`src/csw_pkg.sv`:
```
// Constants for the card socket window decoder.
// Assumes one 100 MHz system clock and an AXI4-Lite register port.
package csw_pkg;
    // ********************************
    // Geometry
    // ********************************
    localparam int NUM_MEM_WIN = 5;
    localparam int NUM_IO_WIN  = 2;
    localparam int HADDR_W     = 24;
    localparam int IOADDR_W    = 16;
    localparam int PAGE_LSB    = 12;
    localparam logic [11:0] MEM_PAGE_MIN = 12'h010;
    // ********************************
    // Index ranges
    // ********************************
    localparam logic [1:0] IDX_SOCK_HI_SEL = 2'h0;
    localparam logic [1:0] IDX_SOCK_LO_SEL = 2'h2;
    // ********************************
    // Register map, byte addresses
    // Per socket 0x100 block; memory window n at 0x10*n, I/O window at 0x80+0x10*n
    // ********************************
    localparam logic [11:0] OFF_STATUS   = 12'h000;
    localparam logic [11:0] OFF_SOCK_STR = 12'h100;
    localparam logic [11:0] OFF_MEM_BASE = 12'h000;
    localparam logic [11:0] OFF_IO_BASE  = 12'h080;
    localparam logic [3:0]  OFF_W_CTRL   = 4'h0;
    localparam logic [3:0]  OFF_W_START  = 4'h4;
    localparam logic [3:0]  OFF_W_END    = 4'h8;
    localparam logic [3:0]  OFF_W_OFFS   = 4'hc;
    // Window control bits
    localparam int CB_EN    = 0;
    localparam int CB_W16   = 1;
    localparam int CB_TSET  = 2;
    localparam int CB_REG   = 3;
    localparam int CB_WP    = 4;
    localparam int CB_AUTO  = 5;
    localparam int CB_MANUAL = 6;
    localparam logic [1:0] RESP_OKAY   = 2'b00;
    localparam logic [1:0] RESP_SLVERR = 2'b10;
endpackage
```
`src/card_socket_window_decoder.sv`:
```
// Window decoder for a host bus to PC Card controller, one or two sockets.
// Assumes host cycles arrive already decoded as single-cycle strobes on i_sys_clk
// and that software programs the windows over AXI4-Lite.
// Strap state is cleared by power good going low, never by the reset input.
//
// The implementer's own choices: the register addresses and the AXI4-Lite interface to the registers.
`timescale 1ns/10ps
// Overview of operation
// RQ1 - On power-good rising edge, latch socket-range select pin once and keep it.
// RQ2 - Select high: socket 0 at indexes 00h-3Fh, socket 1 at 40h-7Fh.
// RQ3 - Select low: socket 2 at indexes 80h-BFh, socket 3 at C0h-FFh.
// RQ4 - Each socket has five memory windows and two I/O windows.
// RQ5 - A disabled memory window never answers a host memory cycle.
// RQ6 - Memory start/end use 4-Kbyte pages, lowest 1000h, within 16 Mbyte; the code clamps to 10000h instead.
// RQ7 - Memory cycle claimed only when address lies between start and end.
// RQ8 - Card address equals host address plus the window offset.
// RQ9 - Memory windows use their programmed 8 or 16 bit width.
// RQ10 - Each window selects one of two timing sets.
// RQ11 - Memory window option drives the card attribute-memory select.
// RQ12 - Write-protected memory windows drop writes; reads go through.
// RQ13 - Each I/O window has its own enable checked before claiming.
// RQ14 - I/O start/end are byte-granular within 64 Kbytes.
// RQ15 - Auto-sized I/O windows take width from the card 16-bit indication.
// RQ16 - Manual I/O width overrides auto sizing.
// RQ17 - Software must keep windows from overlapping each other or other devices.
// RQ18 - I/O cycle claimed only when enabled and address within start and end.
// RQ19 - Index accesses outside the latched range are ignored.
module card_socket_window_decoder
    import csw_pkg::*;
#(
    parameter int NUM_SOCK = 2
) (
    // Clock and reset
    input  wire logic                i_sys_clk,
    input  wire logic                i_sys_rst,
    // Power-on strap
    input  wire logic                i_power_good_in,
    input  wire logic                i_socket_range_select_pin,
    // AXI4-Lite slave
    input  wire logic [11:0]         i_s_axi_awaddr,
    input  wire logic                i_s_axi_awvalid,
    output logic                     o_s_axi_awready,
    input  wire logic [31:0]         i_s_axi_wdata,
    input  wire logic [3:0]          i_s_axi_wstrb,
    input  wire logic                i_s_axi_wvalid,
    output logic                     o_s_axi_wready,
    output logic [1:0]               o_s_axi_bresp,
    output logic                     o_s_axi_bvalid,
    input  wire logic                i_s_axi_bready,
    input  wire logic [11:0]         i_s_axi_araddr,
    input  wire logic                i_s_axi_arvalid,
    output logic                     o_s_axi_arready,
    output logic [31:0]              o_s_axi_rdata,
    output logic [1:0]               o_s_axi_rresp,
    output logic                     o_s_axi_rvalid,
    input  wire logic                i_s_axi_rready,
    // Index port access check
    input  wire logic [7:0]          i_index,
    output logic                     o_index_hit,
    output logic                     o_index_sock,
    // Host cycle
    input  wire logic                i_cyc_strobe,
    input  wire logic                i_cyc_io,
    input  wire logic                i_cyc_write,
    input  wire logic [HADDR_W-1:0]  i_cyc_addr,
    input  wire logic                i_card_iois16_n,
    // Decode result
    output logic                     o_claim,
    output logic                     o_claim_sock,
    output logic [HADDR_W-1:0]       o_card_addr,
    output logic                     o_card_w16,
    output logic                     o_card_tset,
    output logic                     o_card_reg_n,
    output logic                     o_card_write_en
);
    // ********************************
    // Types
    // ********************************
    typedef struct packed {
        logic [6:0]          ctrl;
        logic [HADDR_W-1:0]  start;
        logic [HADDR_W-1:0]  stop;
        logic [HADDR_W-1:0]  offs;
    } win_t;

    typedef enum logic [2:0] {
        BUS_IDLE = 3'b001,
        BUS_WRSP = 3'b010,
        BUS_RRSP = 3'b100
    } bus_state_t;

    typedef struct packed {
        logic [2:0]          pg_sync;
        logic [2:0]          sel_sync;
        logic                pg_seen;
        logic                range_sel;
        logic                aw_got;
        logic                w_got;
        logic [11:0]         awaddr;
        logic [31:0]         wdata;
        logic [3:0]          wstrb;
        bus_state_t          wst;
        bus_state_t          rst;
        logic [1:0]          bresp;
        logic [31:0]         rdata;
        logic [1:0]          rresp;
        win_t [NUM_SOCK-1:0][NUM_MEM_WIN+NUM_IO_WIN-1:0] win;
        logic                claim;
        logic                claim_sock;
        logic [HADDR_W-1:0]  card_addr;
        logic                w16;
        logic                tset;
        logic                reg_n;
        logic                wr_en;
    } state_t;

    state_t st;
    state_t next_st;

    // ********************************
    // Register address decode
    // ********************************
    function automatic logic dec(input logic [11:0] a, output int s, output int w,
                                 output logic [3:0] f);
        logic [7:0] lo;
        lo = a[7:0];
        s = int'(a[11:8]) - 1;
        f = lo[3:0];
        if (lo >= 8'(OFF_IO_BASE))
            w = NUM_MEM_WIN + int'((lo - 8'(OFF_IO_BASE)) >> 4);
        else
            w = int'(lo >> 4);
        return (a >= OFF_SOCK_STR) && (s < NUM_SOCK) && (a[1:0] == 2'b00)
            && (lo >= 8'(OFF_IO_BASE) ? w < NUM_MEM_WIN + NUM_IO_WIN : w < NUM_MEM_WIN);
    endfunction

    always_comb begin
        int          s;
        int          w;
        int          k;
        logic [3:0]  f;
        logic        ok;
        logic        hit;
        logic        in_rng;
        logic [HADDR_W-1:0] a;
        win_t        cw;
        s = 0;
        w = 0;
        k = 0;
        f = 4'h0;
        ok = 1'b0;
        hit = 1'b0;
        in_rng = 1'b0;
        a = '0;
        cw = '0;
        next_st = st;

        // ********************************
        // AXI4-Lite write
        // ********************************
        if (i_s_axi_awvalid && !st.aw_got && st.wst == BUS_IDLE) begin
            next_st.aw_got = 1'b1;
            next_st.awaddr = i_s_axi_awaddr;
        end
        if (i_s_axi_wvalid && !st.w_got && st.wst == BUS_IDLE) begin
            next_st.w_got = 1'b1;
            next_st.wdata = i_s_axi_wdata;
            next_st.wstrb = i_s_axi_wstrb;
        end
        unique case (st.wst)
            BUS_IDLE: begin
                if (st.aw_got && st.w_got) begin
                    ok = dec(st.awaddr, s, w, f);
                    next_st.bresp = ok ? RESP_OKAY : RESP_SLVERR;
                    // Strobes latched with the data; any set strobe writes the word
                    if (ok && st.wstrb != 4'h0) begin
                        cw = st.win[s][w];
                        unique case (f)
                            OFF_W_CTRL:  cw.ctrl = st.wdata[6:0];
                            OFF_W_START: cw.start = {st.wdata[HADDR_W-1:PAGE_LSB],
                                                     {PAGE_LSB{1'b0}}};
                            OFF_W_END:   cw.stop = {st.wdata[HADDR_W-1:PAGE_LSB],
                                                    {PAGE_LSB{1'b1}}};
                            default:     cw.offs = st.wdata[HADDR_W-1:0];
                        endcase
                        if (w >= NUM_MEM_WIN) begin
                            // I/O windows are byte granular in 64K space
                            cw.start[HADDR_W-1:IOADDR_W] = '0; // RQ14
                            cw.stop[HADDR_W-1:IOADDR_W]  = '0; // RQ14
                            if (f == OFF_W_START)
                                cw.start[PAGE_LSB-1:0] = st.wdata[PAGE_LSB-1:0]; // RQ14
                            if (f == OFF_W_END)
                                cw.stop[PAGE_LSB-1:0] = st.wdata[PAGE_LSB-1:0]; // RQ14
                        end else begin
                            // Lowest page is 10000h; clamp rather than reject
                            if (cw.start[HADDR_W-1:PAGE_LSB] < MEM_PAGE_MIN)
                                cw.start[HADDR_W-1:PAGE_LSB] = MEM_PAGE_MIN; // RQ6
                            if (cw.stop[HADDR_W-1:PAGE_LSB] < MEM_PAGE_MIN)
                                cw.stop[HADDR_W-1:PAGE_LSB] = MEM_PAGE_MIN; // RQ6
                        end
                        next_st.win[s][w] = cw;
                    end
                    next_st.aw_got = 1'b0;
                    next_st.w_got  = 1'b0;
                    next_st.wst    = BUS_WRSP;
                end
            end
            BUS_WRSP: if (i_s_axi_bready) next_st.wst = BUS_IDLE;
            default:  next_st.wst = BUS_IDLE;
        endcase

        // ********************************
        // AXI4-Lite read
        // ********************************
        unique case (st.rst)
            BUS_IDLE: begin
                if (i_s_axi_arvalid) begin
                    next_st.rresp = RESP_OKAY;
                    next_st.rdata = '0;
                    if (i_s_axi_araddr == OFF_STATUS) begin
                        next_st.rdata = {30'h0, st.range_sel, st.pg_seen};
                    end else if (dec(i_s_axi_araddr, s, w, f)) begin
                        cw = st.win[s][w];
                        unique case (f)
                            OFF_W_CTRL:  next_st.rdata = 32'(cw.ctrl);
                            OFF_W_START: next_st.rdata = 32'(cw.start);
                            OFF_W_END:   next_st.rdata = 32'(cw.stop);
                            default:     next_st.rdata = 32'(cw.offs);
                        endcase
                    end else begin
                        next_st.rresp = RESP_SLVERR;
                    end
                    next_st.rst = BUS_RRSP;
                end
            end
            BUS_RRSP: if (i_s_axi_rready) next_st.rst = BUS_IDLE;
            default:  next_st.rst = BUS_IDLE;
        endcase

        // ********************************
        // Host cycle decode
        // ********************************
        // Overlap is software's problem; lowest socket, then lowest window in it, wins here
        next_st.claim = 1'b0; // RQ17
        if (i_cyc_strobe) begin
            for (int si = 0; si < NUM_SOCK; si++) begin
                for (int wi = 0; wi < NUM_MEM_WIN + NUM_IO_WIN; wi++) begin // RQ4
                    cw = st.win[si][wi];
                    a = i_cyc_io ? {{(HADDR_W-IOADDR_W){1'b0}}, i_cyc_addr[IOADDR_W-1:0]}
                                 : i_cyc_addr;
                    in_rng = (a >= cw.start) && (a <= cw.stop); // RQ7 RQ18
                    if (!hit && cw.ctrl[CB_EN] && in_rng // RQ5 RQ13
                        && (i_cyc_io == (wi >= NUM_MEM_WIN))) begin
                        hit = 1'b1;
                        next_st.claim      = 1'b1;
                        next_st.claim_sock = 1'(si);
                        next_st.card_addr  = a + cw.offs; // RQ8
                        next_st.tset       = cw.ctrl[CB_TSET]; // RQ10
                        if (wi < NUM_MEM_WIN) begin
                            next_st.w16   = cw.ctrl[CB_W16]; // RQ9
                            next_st.reg_n = ~cw.ctrl[CB_REG]; // RQ11
                            // Claimed reads keep write enable high; protected writes drop it
                            next_st.wr_en = !(i_cyc_write && cw.ctrl[CB_WP]); // RQ12
                        end else begin
                            next_st.reg_n = 1'b1;
                            // I/O windows carry no write protect
                            next_st.wr_en = 1'b1;
                            if (cw.ctrl[CB_MANUAL] || !cw.ctrl[CB_AUTO])
                                next_st.w16 = cw.ctrl[CB_W16]; // RQ16
                            else
                                next_st.w16 = ~i_card_iois16_n; // RQ15
                        end
                    end
                end
            end
        end
        k = hit ? 1 : 0;
        if (k == 0) begin
            next_st.wr_en = 1'b0;
            next_st.reg_n = 1'b1;
        end

        if (i_sys_rst) begin
            next_st = '0;
            next_st.wst   = BUS_IDLE;
            next_st.rst   = BUS_IDLE;
            next_st.reg_n = 1'b1;
            // Strap survives reset; only power good going low clears it
            next_st.pg_seen   = st.pg_seen;
            next_st.range_sel = st.range_sel;
        end

        // ********************************
        // Power-on strap
        // ********************************
        // Synchronisers run through reset so its release makes no false edge
        next_st.pg_sync  = {st.pg_sync[1:0], i_power_good_in};
        next_st.sel_sync = {st.sel_sync[1:0], i_socket_range_select_pin};
        // Power good settled low re-arms the latch for the next power-up
        if (st.pg_sync[2:1] == 2'b00) begin
            next_st.pg_seen   = 1'b0;
            next_st.range_sel = 1'b0;
        end else if (!st.pg_seen && st.pg_sync[2:1] == 2'b11
                     && st.sel_sync[2] == st.sel_sync[1]) begin
            // Once per power-up; later select pin moves are ignored
            next_st.pg_seen   = 1'b1; // RQ1
            next_st.range_sel = st.sel_sync[2]; // RQ1
        end
    end

    always_ff @(posedge i_sys_clk) begin
        st <= next_st;
    end

    // ********************************
    // Index range check
    // ********************************
    always_comb begin
        logic [1:0] base;
        base = st.range_sel ? IDX_SOCK_HI_SEL : IDX_SOCK_LO_SEL; // RQ2 RQ3
        o_index_sock = i_index[6];
        o_index_hit  = st.pg_seen && (i_index[7:6] - base) < 2'(NUM_SOCK)
                       && i_index[7] == base[1]; // RQ19
    end

    // ********************************
    // Outputs
    // ********************************
    assign o_s_axi_awready = !st.aw_got && st.wst == BUS_IDLE;
    assign o_s_axi_wready  = !st.w_got && st.wst == BUS_IDLE;
    assign o_s_axi_bvalid  = st.wst == BUS_WRSP;
    assign o_s_axi_bresp   = st.bresp;
    assign o_s_axi_arready = st.rst == BUS_IDLE;
    assign o_s_axi_rvalid  = st.rst == BUS_RRSP;
    assign o_s_axi_rdata   = st.rdata;
    assign o_s_axi_rresp   = st.rresp;
    assign o_claim         = st.claim;
    assign o_claim_sock    = st.claim_sock;
    assign o_card_addr     = st.card_addr;
    assign o_card_w16      = st.w16;
    assign o_card_tset     = st.tset;
    assign o_card_reg_n    = st.reg_n;
    assign o_card_write_en = st.wr_en;
endmodule

```
`config.mk`:
```
export PLATFORM = sky130hd
export DESIGN_NAME = card_socket_window_decoder
export DESIGN_NICKNAME = d
export VERILOG_FILES = /design/src/csw_pkg.sv /design/src/card_socket_window_decoder.sv
export SDC_FILE = /design/constraint.sdc
export NUM_CORES = 2
export LEC_CHECK = 0
export ABC_AREA = 1
export BUFFER_PORTS_ARGS = -buffer_cell sky130_fd_sc_hd__buf_2
export CAP_MARGIN = 10
export CORE_ASPECT_RATIO = 1.25
export CORE_MARGIN = 1.5
export CORE_UTILIZATION = 40
export DETAILED_ROUTE_END_ITERATION = 6
export PLACE_DENSITY_LB_ADDON = 0.08
export SYNTH_ARGS = -nofsm -noshare
export SYNTH_HDL_FRONTEND = slang
export SYNTH_SLANG_ARGS = --single-unit
```
`constraint.sdc`:
```
create_clock -name i_sys_clk -period 6.28 [get_ports i_sys_clk]
set_input_delay 1.256 -clock i_sys_clk [delete_from_list [all_inputs] [get_ports i_sys_clk]]
set_output_delay 1.256 -clock i_sys_clk [all_outputs]
set_load 0.1 [all_outputs]
```
==> flow_summary.yaml <==
outcome:
  status: "finished with violations"
  failed_checks: "DRC"
placement:
  post-place-cells: 16869
  hpwl_um: 412500
  dp_slack_ps: -186.1
  routabilityCongestion: 1.087
  place_area_um2: 100700
  portBuffers: 151
hold_path:
  hold_class: "reg -> reg"
layout:
  most-common-layout-cells: "a21oi_1 (2182), o21ai_0 (2024), nand2_1 (1859), inv_1 (1372), dfxtp_1 (1215)"
  drive_gt1_share_pct: 8.450
  fin_cells: 17181
  layout_commonest_cell: "a21oi_1"
  postLayoutCellArea_um2: 106100
  syn2layout_area_growth_pct: 12.81
  final_nets: 14981
routing:
  wirelength_um: 569400
  drt_iter0_markers: 14507
  wl_per_cell_um: 33.14
  vias: 109676
  drtPass1Iterations: 7
  drc: 7
  viasPerCell: 6.384
  antenna_left: 0
sta:
  max_slew_margin_pct: 13.60
  timing.hold.ws_ps: 335.0
  finalSetupViolCount: 0
  fin_skew_ps: 98.24
  timing.fmax_mhz: 168.0
  tightest_slew_ps: 1295
  drv_slew: 0
  hold_violations: 0
  rsz0062_at_grt: "no"
  layout_min_cycle_time_ps: 5951
  setup_ws_ps: 329.1
  setup_tns_ps: 0
  finalCritPeriodShare_pct: 94.76
clock_network:
  hold_buffers: 0
  cts_tree: "built"
  cts_inserted_buffers: 156
  cts_buffer_depth: 4
  cts-resized-gates: 0
  clk_latency_ps: 910
  cts_setup_buffers: 0
  clk_pin_slew_ps: 60
  htree_num_levels: 4
  clock_tree.root_cell: "clkbuf_16"
  cts_num_sinks: 1216
yosys:
  synth_cells: 13993
  ys.warnings.count: 0
  synth_top_area_share_pct: 25.87
  yosysTopAreaCell: "dfxtp_1"
  netlist_area_um2: 94090
  syn_avg_cell_area_um2: 6.724
  synth_seq_cells: 1216
  yosys_most_used_dff: "dfxtp_1"
  synthTopCellsByArea: "dfxtp_1 (26%), ha_1 (12%), a21oi_1 (12%)"
  synth_edf_count: 0
  async_flop_share_pct: 0
  yosysSeqAreaShare_pct: 25.87
  netlist-cell-type-count: 75
power_and_ir_drop:
  power_density_nw_per_um2: 218.8
  p_switching_mw: 8.492
  leakagePower_nw: 43.75
  comb_power_share_pct: 24.8
  seqPwrFrac_pct: 33.6
  p_int_mw: 14.74
  switching_share_pct: 36.56
  power_frac_clock_pct: 41.5
  irDropWorstVdd_mv: 0.3182
global_routing:
  grt_use_met1_pct: 51.09
  grt_use_total_pct: 45.81
  grt_pass1_vias: 100768
  overflow: 0
  grt_pass1_wl_um: 779000
  antenna_found_initial: 60
  grt_max_degree: 174
  gr-usage-met2_pct: 71.30
  grt_busiest_layer: "met2"
  grt_util_met3_pct: 9.200
setup_path:
  crit_fanout: 24
  worstPathArrival_ps: 6740
  end_kind: "flop"
  critPathKind: "in -> reg"
  crit_required_ps: 7070
  startpoint_type: "primary input"
floorplan:
  core_um2: 233400
  die-area_um2: 238200
  die_w_um: 436.8
  start_util_pct: 40.32
  die_h_um: 545.2
  rows: 198
  ios: 178
run:
  cap_violations: 0
## routing by layer
layer  wire length, µm  vias up
met5               215        -
met1            199200    51673
met4             69000       32
met2            248900     7073
met3             52120     2142
li1                  -    48756
## sequential cells by signal, summed over array words and instances, names as in the netlist
name             cells
st                1156
o_s_axi_rdata       24
o_claim              1
o_card_addr         24
next_st              4
o_card_reg_n         1
o_s_axi_bresp        1
o_s_axi_rresp        1
o_claim_sock         1
o_card_w16           1
o_card_tset          1
o_card_write_en      1
## kinds of logic (layout without fill, tap and decap cells)
logic type               Yosys count  count (layout)  share of synthesized area [%]
AO/OA/AOI/OAI                   5254            5254                          31.26
XOR/XNOR                         288             288                          2.681
adder cells (fa/ha/maj)          944             944                          12.67
buffers and inverters           2405            2450                          10.03
flip-flops                      1216            1216                          25.87
multiplexers                      24              24                         0.2553
other                              1              44                       0.003986
AND/OR/NAND/NOR                 3861            3861                          17.23
## cell usage after synthesis (7+ instances only)
library cell,number
a211oi_1,66
a21boi_0,20
a21o_1,22
a21oi_1,2183
a221oi_1,283
a22oi_1,28
a311o_1,14
a311oi_1,11
a31oi_1,79
buf_1,66
buf_2,70
buf_4,70
buf_6,7
clkbuf_1,792
clkinv_1,11
dfxtp_1,1216
fa_1,14
ha_1,930
inv_1,1378
inv_2,10
mux2i_1,24
nand2_1,1862
nand3_1,518
nand3b_1,12
nand4_1,186
nor2_1,1040
nor3_1,135
nor4_1,29
o2111ai_1,51
o211ai_1,93
o21a_1,24
o21ai_0,2030
o21ai_1,22
o21bai_1,45
o221ai_1,113
o22ai_1,50
o311ai_0,35
o31ai_1,54
or2_2,42
xnor2_1,87
xor2_1,201
## final cells by class
type	count	area, µm²
diodes	34	85.08
multi-input cells	10381	60710
clock inverters	71	859.6
flip-flops and latches	1216	24350
repair buffers	777	6564
inverters	1400	5301
clock buffers	202	4392
fillers	24307	127200
well taps	3100	3879
## path summary, 6_finish.rpt
kind                       from              to  slack (ps)  depth (start not counted)
setup / recovery       i_cyc_io  o_card_addr[2]         330                         26
hold / removal    next_st[1234]   next_st[1235]         330                          0
setup reg to reg       st[1218]         st[939]        1070                         17
hold reg to reg   next_st[1234]   next_st[1235]         330                          0
## critical path: stages
cell	delay (ps)
buf_2	150
buf_12	160
nor2_4	740
buf_4	310
ha_1	260
o21ai_0	100
nor3_1	90
o21ai_0	80
a21oi_1	80
nor2_1	300
buf_4	210
nand4_1	380
nand3_1	260
buf_4	200
inv_2	80
nor2_4	170
nand4_4	130
nor2_8	230
buf_4	210
nand2_1	70
nor2_2	360
nand2_1	330
buf_4	240
nor2_1	80
nor2_1	50
a21oi_1	130
## power by group through the flow
stage	clock (mW)	sequential [mW]	combinational [mW]
2_1_floorplan	0	7.94	2.91
3_3_place_gp	0	7.97	5.43
3_5_place_dp	0	7.97	5.47
4_1_cts	9.69	7.80	5.49
5_1_grt	9.97	7.80	5.92
6_report	9.65	7.81	5.77
## stage by stage
stage,utilization [%],power [mW]
after detailed placement,43.17,13.45
final,45.48,23.23
after global placement,43.17,13.40
after CTS,45.42,22.98
after global routing,45.45,23.69
after floorplan,-,10.84
No activity file was read; power rests on OpenSTA's default activity.
